`src/shared/trao_consts.vh`:
```
/*
 Constants for the temperature result, offset and alert block.
 Assumes inclusion by bare name from design files; definitions only.
*/
`ifndef TRAO_CONSTS_VH
`define TRAO_CONSTS_VH

// Result layout select values
`define TRAO_FMT_LEGACY     1'b0
`define TRAO_FMT_PRECISION  1'b1

// Alert flag clearing modes
`define TRAO_ALERT_LATCHED  1'b0
`define TRAO_ALERT_FOLLOW   1'b1

// Reset values
`define TRAO_RESULT_RST     16'h0000
`define TRAO_OFFSET_RST     16'h0000
`define TRAO_ALERT_LO_RST   16'h8000
`define TRAO_ALERT_HI_RST   16'h7fff

// Legacy and precision layout limits, legacy scaling
`define TRAO_LEGACY_MAX     16'h07ff
`define TRAO_LEGACY_MIN     16'hf800
`define TRAO_PREC_MAX       16'h7fff
`define TRAO_PREC_MIN       16'h8000
`define TRAO_LEGACY_SHIFT   3

// Register select codes on the host write port
`define TRAO_SEL_OFFSET     2'h0
`define TRAO_SEL_ALERT_LO   2'h1
`define TRAO_SEL_ALERT_HI   2'h2

// Sequencer states
`define TRAO_ST_INIT        2'h0
`define TRAO_ST_IDLE        2'h1
`define TRAO_ST_CONV        2'h2

`endif

```
`src/core/trao_core.v`:
```
/*
 Temperature result logic: conversion triggering, offset correction,
 result formatting, alert thresholds and the shared alert pin.
 Assumes a converter that returns a 16-bit precision-layout sample with
 a one-cycle done pulse, and a bus front end that turns host commands
 and register accesses into the one-cycle strobes on this module.
*/
`timescale 1ns/10ps
`default_nettype none
`include "trao_consts.vh"

// Behaviour
// - Without auto conversion or supply powered continuous mode, a conversion starts only on the host command.
// - With auto conversion, a conversion starts after presence detect ends.
// - Supply powered continuous mode repeats conversions without host commands.
// - Each completed conversion loads result registers and updates status bits.
// - Format select bit picks the layout; legacy after reset.
// - Precision layout: 16-bit two's complement, 7.8125 m LSB, +-256 range.
// - Legacy layout: 12-bit sign extended to 16, 62.5 m LSB, +-128.
// - Result reads zero degrees until the first conversion completes.
// - Offset registers use the same layout as the result.
// - Programmed offset is added to each measurement before storing.
// - Host can save the written offset into nonvolatile configuration.
// - Separate low and high alert thresholds in result layout.
// - Each conversion compares the result against both thresholds.
// - Low flag when below low limit, high flag when above high.
// - Alert flags clear according to the alert mode setting.
// - Alert pin enabled and supply powered: drive alert status out.
// - At initialisation reload thresholds and offset from nonvolatile copies.
module trao_core #(
	parameter W = 16
) (
	// Clock and reset
	input  wire         clock,
	input  wire         rst,
	// Configuration bits
	input  wire         result_format_select,
	input  wire         auto_conv_en,
	input  wire         cont_conv_en,
	input  wire         supply_powered,
	input  wire         alert_mode,
	input  wire         alert_pin_en,
	// Bus events
	input  wire         convert_cmd,
	input  wire         presence_done,
	input  wire         status_rd,
	// Host register writes
	input  wire         reg_wr,
	input  wire [1:0]   reg_sel,
	input  wire [W-1:0] reg_wdata,
	input  wire         offset_save,
	// Nonvolatile copies
	input  wire [W-1:0] nv_offset,
	input  wire [W-1:0] nv_alert_lo,
	input  wire [W-1:0] nv_alert_hi,
	// Converter
	input  wire         adc_done,
	input  wire [W-1:0] adc_data,
	output reg          adc_start_q,
	// Results and status
	output reg  [7:0]   result_high_byte_q,
	output reg  [7:0]   result_low_byte_q,
	output reg          conv_done_flag_q,
	output reg          alert_lo_flag_q,
	output reg          alert_hi_flag_q,
	output reg          busy_q,
	// Threshold and offset readback
	output reg  [W-1:0] offset_q,
	output reg  [W-1:0] alert_lo_q,
	output reg  [W-1:0] alert_hi_q,
	// Nonvolatile save request
	output reg          nv_save_q,
	output reg  [W-1:0] nv_save_data_q,
	// Open-drain alert pin, pulled low while alert active
	output reg          shared_io_alert_pin_o_q,
	output reg          shared_io_alert_pin_oe_q
);

	reg  [1:0]   state_q;
	reg  [1:0]   state_d;
	reg          pend_q;
	wire         trig;
	wire         start_req;
	wire         start;
	wire [W+2:0] raw_x;
	wire [W+2:0] off_x;
	wire [W+2:0] off_s;
	wire [W+2:0] sum;
	wire [W+2:0] leg;
	reg  [W-1:0] res_d;
	wire         below;
	wire         above;
	reg          lo_d;
	reg          hi_d;
	reg          done_d;

	localparam [15:0] RES_RST = `TRAO_RESULT_RST;

	assign trig = auto_conv_en ? presence_done : convert_cmd;
	assign start_req = pend_q | (cont_conv_en & supply_powered);
	assign start = (state_q == `TRAO_ST_IDLE) & start_req;

	always @* begin
		state_d = state_q;
		case (state_q)
			`TRAO_ST_INIT: begin
				state_d = `TRAO_ST_IDLE;
			end
			`TRAO_ST_IDLE: begin
				if (start_req) begin
					state_d = `TRAO_ST_CONV;
				end
			end
			`TRAO_ST_CONV: begin
				if (adc_done) begin
					state_d = `TRAO_ST_IDLE;
				end
			end
			default: begin
				state_d = `TRAO_ST_IDLE;
			end
		endcase
	end

	always @(posedge clock) begin
		if (rst) begin
			state_q     <= `TRAO_ST_INIT;
			pend_q      <= 1'b0;
			adc_start_q <= 1'b0;
			busy_q      <= 1'b0;
		end else begin
			state_q     <= state_d;
			adc_start_q <= start;
			busy_q      <= (state_d == `TRAO_ST_CONV);
			// A trigger arriving while a start is taken stays pending
			if (trig) begin
				pend_q <= 1'b1;
			end else if (start) begin
				pend_q <= 1'b0;
			end
		end
	end

	// Offset scaled into precision units per layout
	assign raw_x = {{3{adc_data[W-1]}}, adc_data};
	assign off_x = {{3{offset_q[W-1]}}, offset_q};
	assign off_s = (result_format_select == `TRAO_FMT_PRECISION) ?
		off_x : {off_x[W-1:0], 3'b000};
	assign sum = raw_x + off_s;
	assign leg = {{`TRAO_LEGACY_SHIFT{sum[W+2]}}, sum[W+2:`TRAO_LEGACY_SHIFT]};

	always @* begin
		if (result_format_select == `TRAO_FMT_PRECISION) begin
			if (sum[W+2:W-1] == 4'h0 || sum[W+2:W-1] == 4'hf) begin
				res_d = sum[W-1:0];
			end else if (sum[W+2]) begin
				res_d = `TRAO_PREC_MIN;
			end else begin
				res_d = `TRAO_PREC_MAX;
			end
		end else begin
			if (leg[W+2:11] == 8'h00 || leg[W+2:11] == 8'hff) begin
				res_d = leg[W-1:0];
			end else if (leg[W+2]) begin
				res_d = `TRAO_LEGACY_MIN;
			end else begin
				res_d = `TRAO_LEGACY_MAX;
			end
		end
	end

	// Signed threshold compare in result layout
	assign below = $signed(res_d) < $signed(alert_lo_q);
	assign above = $signed(res_d) > $signed(alert_hi_q);

	always @* begin
		lo_d   = alert_lo_flag_q;
		hi_d   = alert_hi_flag_q;
		done_d = conv_done_flag_q;
		// Latched flags clear on status read
		if (status_rd) begin
			done_d = 1'b0;
			if (alert_mode == `TRAO_ALERT_LATCHED) begin
				lo_d = 1'b0;
				hi_d = 1'b0;
			end
		end
		// Set from comparison, set wins over clear
		if (state_q == `TRAO_ST_CONV && adc_done) begin
			done_d = 1'b1;
			if (alert_mode == `TRAO_ALERT_FOLLOW) begin
				lo_d = below;
				hi_d = above;
			end else begin
				lo_d = lo_d | below;
				hi_d = hi_d | above;
			end
		end
	end

	always @(posedge clock) begin
		if (rst) begin
			// Legacy by default; zero reads same in both
			result_high_byte_q       <= RES_RST[15:8];
			result_low_byte_q        <= RES_RST[7:0];
			conv_done_flag_q         <= 1'b0;
			alert_lo_flag_q          <= 1'b0;
			alert_hi_flag_q          <= 1'b0;
			shared_io_alert_pin_o_q  <= 1'b0;
			shared_io_alert_pin_oe_q <= 1'b0;
		end else begin
			// Result and status update on completion
			if (state_q == `TRAO_ST_CONV && adc_done) begin
				result_high_byte_q <= res_d[W-1:8];
				result_low_byte_q  <= res_d[7:0];
			end
			conv_done_flag_q        <= done_d;
			alert_lo_flag_q         <= lo_d;
			alert_hi_flag_q         <= hi_d;
			shared_io_alert_pin_o_q <= 1'b0;
			shared_io_alert_pin_oe_q <= alert_pin_en & supply_powered &
				(lo_d | hi_d);
		end
	end

	always @(posedge clock) begin
		if (rst) begin
			offset_q       <= `TRAO_OFFSET_RST;
			alert_lo_q     <= `TRAO_ALERT_LO_RST;
			alert_hi_q     <= `TRAO_ALERT_HI_RST;
			nv_save_q      <= 1'b0;
			nv_save_data_q <= `TRAO_OFFSET_RST;
		end else if (state_q == `TRAO_ST_INIT) begin
			offset_q   <= nv_offset;
			alert_lo_q <= nv_alert_lo;
			alert_hi_q <= nv_alert_hi;
			nv_save_q  <= 1'b0;
		end else begin
			if (reg_wr) begin
				case (reg_sel)
					`TRAO_SEL_OFFSET: begin
						offset_q <= reg_wdata;
					end
					`TRAO_SEL_ALERT_LO: begin
						alert_lo_q <= reg_wdata;
					end
					`TRAO_SEL_ALERT_HI: begin
						alert_hi_q <= reg_wdata;
					end
					default: begin
						offset_q <= offset_q;
					end
				endcase
			end
			nv_save_q <= offset_save;
			if (offset_save) begin
				nv_save_data_q <= offset_q;
			end
		end
	end

endmodule
`default_nettype wire

```
`config.mk`:
```
export PLATFORM = sky130hd
export DESIGN_NAME = trao_core
export DESIGN_NICKNAME = d
export VERILOG_FILES = /design/src/core/trao_core.v
export VERILOG_INCLUDE_DIRS = /design/src /design/src/shared
export SDC_FILE = /design/constraint.sdc
export NUM_CORES = 1
export LEC_CHECK = 0
export BUFFER_PORTS_ARGS = -buffer_cell sky130_fd_sc_hd__buf_2
export CORE_MARGIN = 2
export CORE_UTILIZATION = 53
export DETAILED_ROUTE_END_ITERATION = 12
export PLACE_DENSITY = 0.91
export SLEW_MARGIN = 10
export SYNTH_ARGS = -nofsm -noshare
export SYNTH_HDL_FRONTEND = slang
export SYNTH_SLANG_ARGS = --single-unit
```
`constraint.sdc`:
```
create_clock -name clock -period 7.2 [get_ports clock]
set_clock_uncertainty 0.2 [all_clocks]
set_input_delay 1.08 -clock clock [delete_from_list [all_inputs] [get_ports clock]]
set_output_delay 1.08 -clock clock [all_outputs]
set_load 0.01 [all_outputs]
```
==> reports/metrics.cfg <==
[run_status]
status=finished clean

[die]
start_util_pct=54.3
fp-row-count=39
die_w_um=112
core_um2=11400
io_pins=184
die-area_um2=12600
die_y_um=112

[global_route]
antenna_found_initial=1
grtUsageTotal_pct=31.5
grt_max_degree=82
overflow=0
grt_pass1_vias=6049
grt_pass1_wl_um=31600

[synth]
synth_area_um2=6200
synth-seq-cells=90
syn-num-nets=924
synth_top_area_share_pct=29.0
yosysSeqAreaShare_pct=29.0
syn_area_per_cell_um2=8.01
yosys-top-cells-area=dfxtp_1, ha_1, a21oi_1, mux2i_1, nor2_1
synth_top_flop_cell=dfxtp_1
netlist_instances=775
yosysUniqueCellTypes=70
synth_edf_count=0
synth_largest_area_cell=dfxtp_1
ys_async_sr_fraction_pct=0
synth_warnings=0

[drt]
ant_nets=0
drtPass1Iterations=5
avgViaCountPerCell=5.86
wire_per_inst_um=18.5
drtIter0Drc=414
wl_met2_um=9050
dr.max_layer_used=met5
drc=0
wl_um=20100
routedLengthMet1_um=8850
vias=6367
route.met3.wl_um=1620

[timing]
min_period_over_period_pct=91.4
max_freq_mhz=152
hold_viol_final=0
drv_slew=0
max_slew.worst_pin.slew_ns=1.13
period_minus_slack_ns=6.58
setup_viol=0
fin_setup_tns_ns=0
rsz0062_at_grt=false
max-slew-margin-rel_pct=24.7

[worst_hold_path]
min_path_type=flop to flop
min_from=nv_save_data_q[9]$_SDFFE_PP0P_

[placement]
hpwl_um=15400
placedInstanceArea_um2=7220
gp_congestion=1.02
port_buffers=182

[cells_and_area]
fill_cells=999
multi_input_area_um2=4050
seqCellArea_um2=1800
postLayoutCellArea_um2=7520
utilization_pct=65.8
area_growth_pct=21.2
insertedDiodeCount=0
fin_nets=1088
final_layout_size_suffix_gt1_share_pct=27.0

[setup_path]
regToRegStartpoint=offset_q[9]$_SDFFE_PP0P_
cp_data_arrival_time_ns=6.58
ff2ff_setup_slack_ns=1.33
start_kind=input pin
worstSetupPathType=input pin to flop
regToRegEndpoint=shared_io_alert_pin_oe_q$_SDFF_PP0_
crit_required_ns=7.20
startpoint=result_format_select
crit_fanout=15
reg2reg_depth=21
crit_path_end_kind=flop
endpoint=shared_io_alert_pin_oe_q$_SDFF_PP0_

[clocking]
postCtsHoldBufs=0
cts_resized=0
clk_latency_ns=0.34
clockBufferDepth=2
clk_pin_slew_ns=0.07
cts_made_buffers=9
clock-sinks=90
postCtsSetupBuffers=0
cts_tree=built
cts_root_buf=clkbuf_16
h-tree-depth=3

[job]
maxCapViolCount=0

[power]
power.density_nw_per_um2=228
leakagePower_nw=3.85
peakVddDrop_uv=154

[cells in the final DEF, fill, tap and decap left out, types with 2 or more instances in the layout]
cell	synthesis	layout
xor2_1	5	5
o21ai_1	4	4
clkbuf_16	0	9
a31oi_1	7	7
mux2i_1	47	47
o211a_1	12	12
ha_1	52	51
nand4_1	8	8
nor3_1	5	5
nand2_1	70	70
mux2_2	13	13
o22ai_2	9	9
nor2_1	111	111
o21ba_1	2	2
a21o_1	15	15
o2111ai_1	2	2
and2_1	6	6
buf_4	5	15
nand3b_1	2	2
and3_1	5	5
nand2b_1	19	19
nand3_1	4	4
nor2b_1	4	4
o21bai_1	3	3
o211ai_1	9	9
a21oi_1	96	96
clkbuf_1	30	2
o21a_1	9	9
nand2_8	2	2
a211oi_1	9	9
xnor2_1	8	8
buf_2	3	182
nor4_1	3	3
dfxtp_1	90	90
inv_1	42	42
o21ai_0	19	19
nor2_2	7	7
[layout make-up]
cell class	instances	share of cell area, %
clock buffers	12	3.28
clock inverters	4	0.682
inverters	43	2.15
multi-input cells	598	53.9
flip-flops and latches	90	24.0
well taps	143	2.38
repair buffers	197	13.6
[worst max-delay path: stages]
cell	delay, ns
buf_2	0.28
mux2_2	0.38
ha_1	0.44
nand4_2	0.18
a2111oi_1	0.53
and3_1	0.22
o211ai_1	0.14
nor4_1	0.50
a21oi_1	0.11
or2_0	0.50
o22ai_2	0.31
ha_1	0.29
nor2b_1	0.14
o21a_1	0.16
o21ai_0	0.18
nand2b_1	0.13
a221oi_1	0.31
o41ai_1	0.10
o21ai_0	0.15
nand3_1	0.09
a32oi_1	0.22
a211oi_1	0.10
[Yosys cell counts, types with 13 or more instances]
library cell  instances
inv_1                42
o21ai_0              19
nand2_1              70
mux2i_1              47
clkbuf_1             30
nor2_1              111
ha_1                 52
a21oi_1              96
mux2_2               13
dfxtp_1              90
nand2b_1             19
a21o_1               15
[state kept, by name, indices dropped and copies added, names as in the netlist, 2 cells and up]
signal,count
result_low_byte_q,8
result_high_byte_q,8
nv_save_data_q,16
state_q,2
alert_hi_q,16
offset_q,16
alert_lo_q,16
[cells by family (layout without fill, tap and decap cells)]
kind of cell | count (synthesis) | after routing | synth area share [%]
AOI/OAI and AO/OA | 212 | 212 | 22.6
and+or+nand+nor | 257 | 257 | 19.5
other | 1 | 1 | 0.0604
muxes | 61 | 61 | 10.2
buffers and inverters | 87 | 256 | 5.75
xor gates and xnor gates | 14 | 14 | 2.10
adders and majority gates | 53 | 53 | 10.8
DFF | 90 | 90 | 29.0
[worst min path at each step]
stage                                           to  slack (ns)  cells past startpoint
floorplan                      pend_q$_SDFFE_PP0P_        0.25                      2
global placement    nv_save_data_q[8]$_SDFFE_PP0P_        0.24                      2
detailed placement  nv_save_data_q[3]$_SDFFE_PP0P_        0.25                      2
CTS                 nv_save_data_q[3]$_SDFFE_PP0P_        0.25                      2
global route        nv_save_data_q[7]$_SDFFE_PP0P_        0.28                      2
finish              nv_save_data_q[9]$_SDFFE_PP0P_        0.25                      2
[power breakdown]
group / internal [mW] / switching (mW) / total [mW] / leakage [nW]
logic: 0.271 / 0.405 / 0.676 / 2.97
registers: 0.529 / 0.0338 / 0.563 / 0.738
clock network: 0.279 / 0.200 / 0.479 / 0.143
[per-layer routing]
layer  track usage (%)  vias to the layer above
met2              50.4                      306
met3              5.51                       39
li1                  -                     3057
met4              10.7                        2
met1              43.3                     2963
met5                 0                        -
[stage by stage]
step / hold WS (ns) / worst slack, ns / std cells / power, mW
CTS: 0.254 / 0.735 / 1087 / 1.71
finish: 0.252 / 0.620 / 1087 / 1.72
floorplan: 0.245 / 0.708 / 775 / 1.02
global placement: 0.239 / 0.506 / 1071 / 1.22
detailed placement: 0.246 / 0.407 / 1071 / 1.23
global route: 0.280 / 0.146 / 1087 / 1.81
No activity file was read; power rests on OpenSTA's default activity.
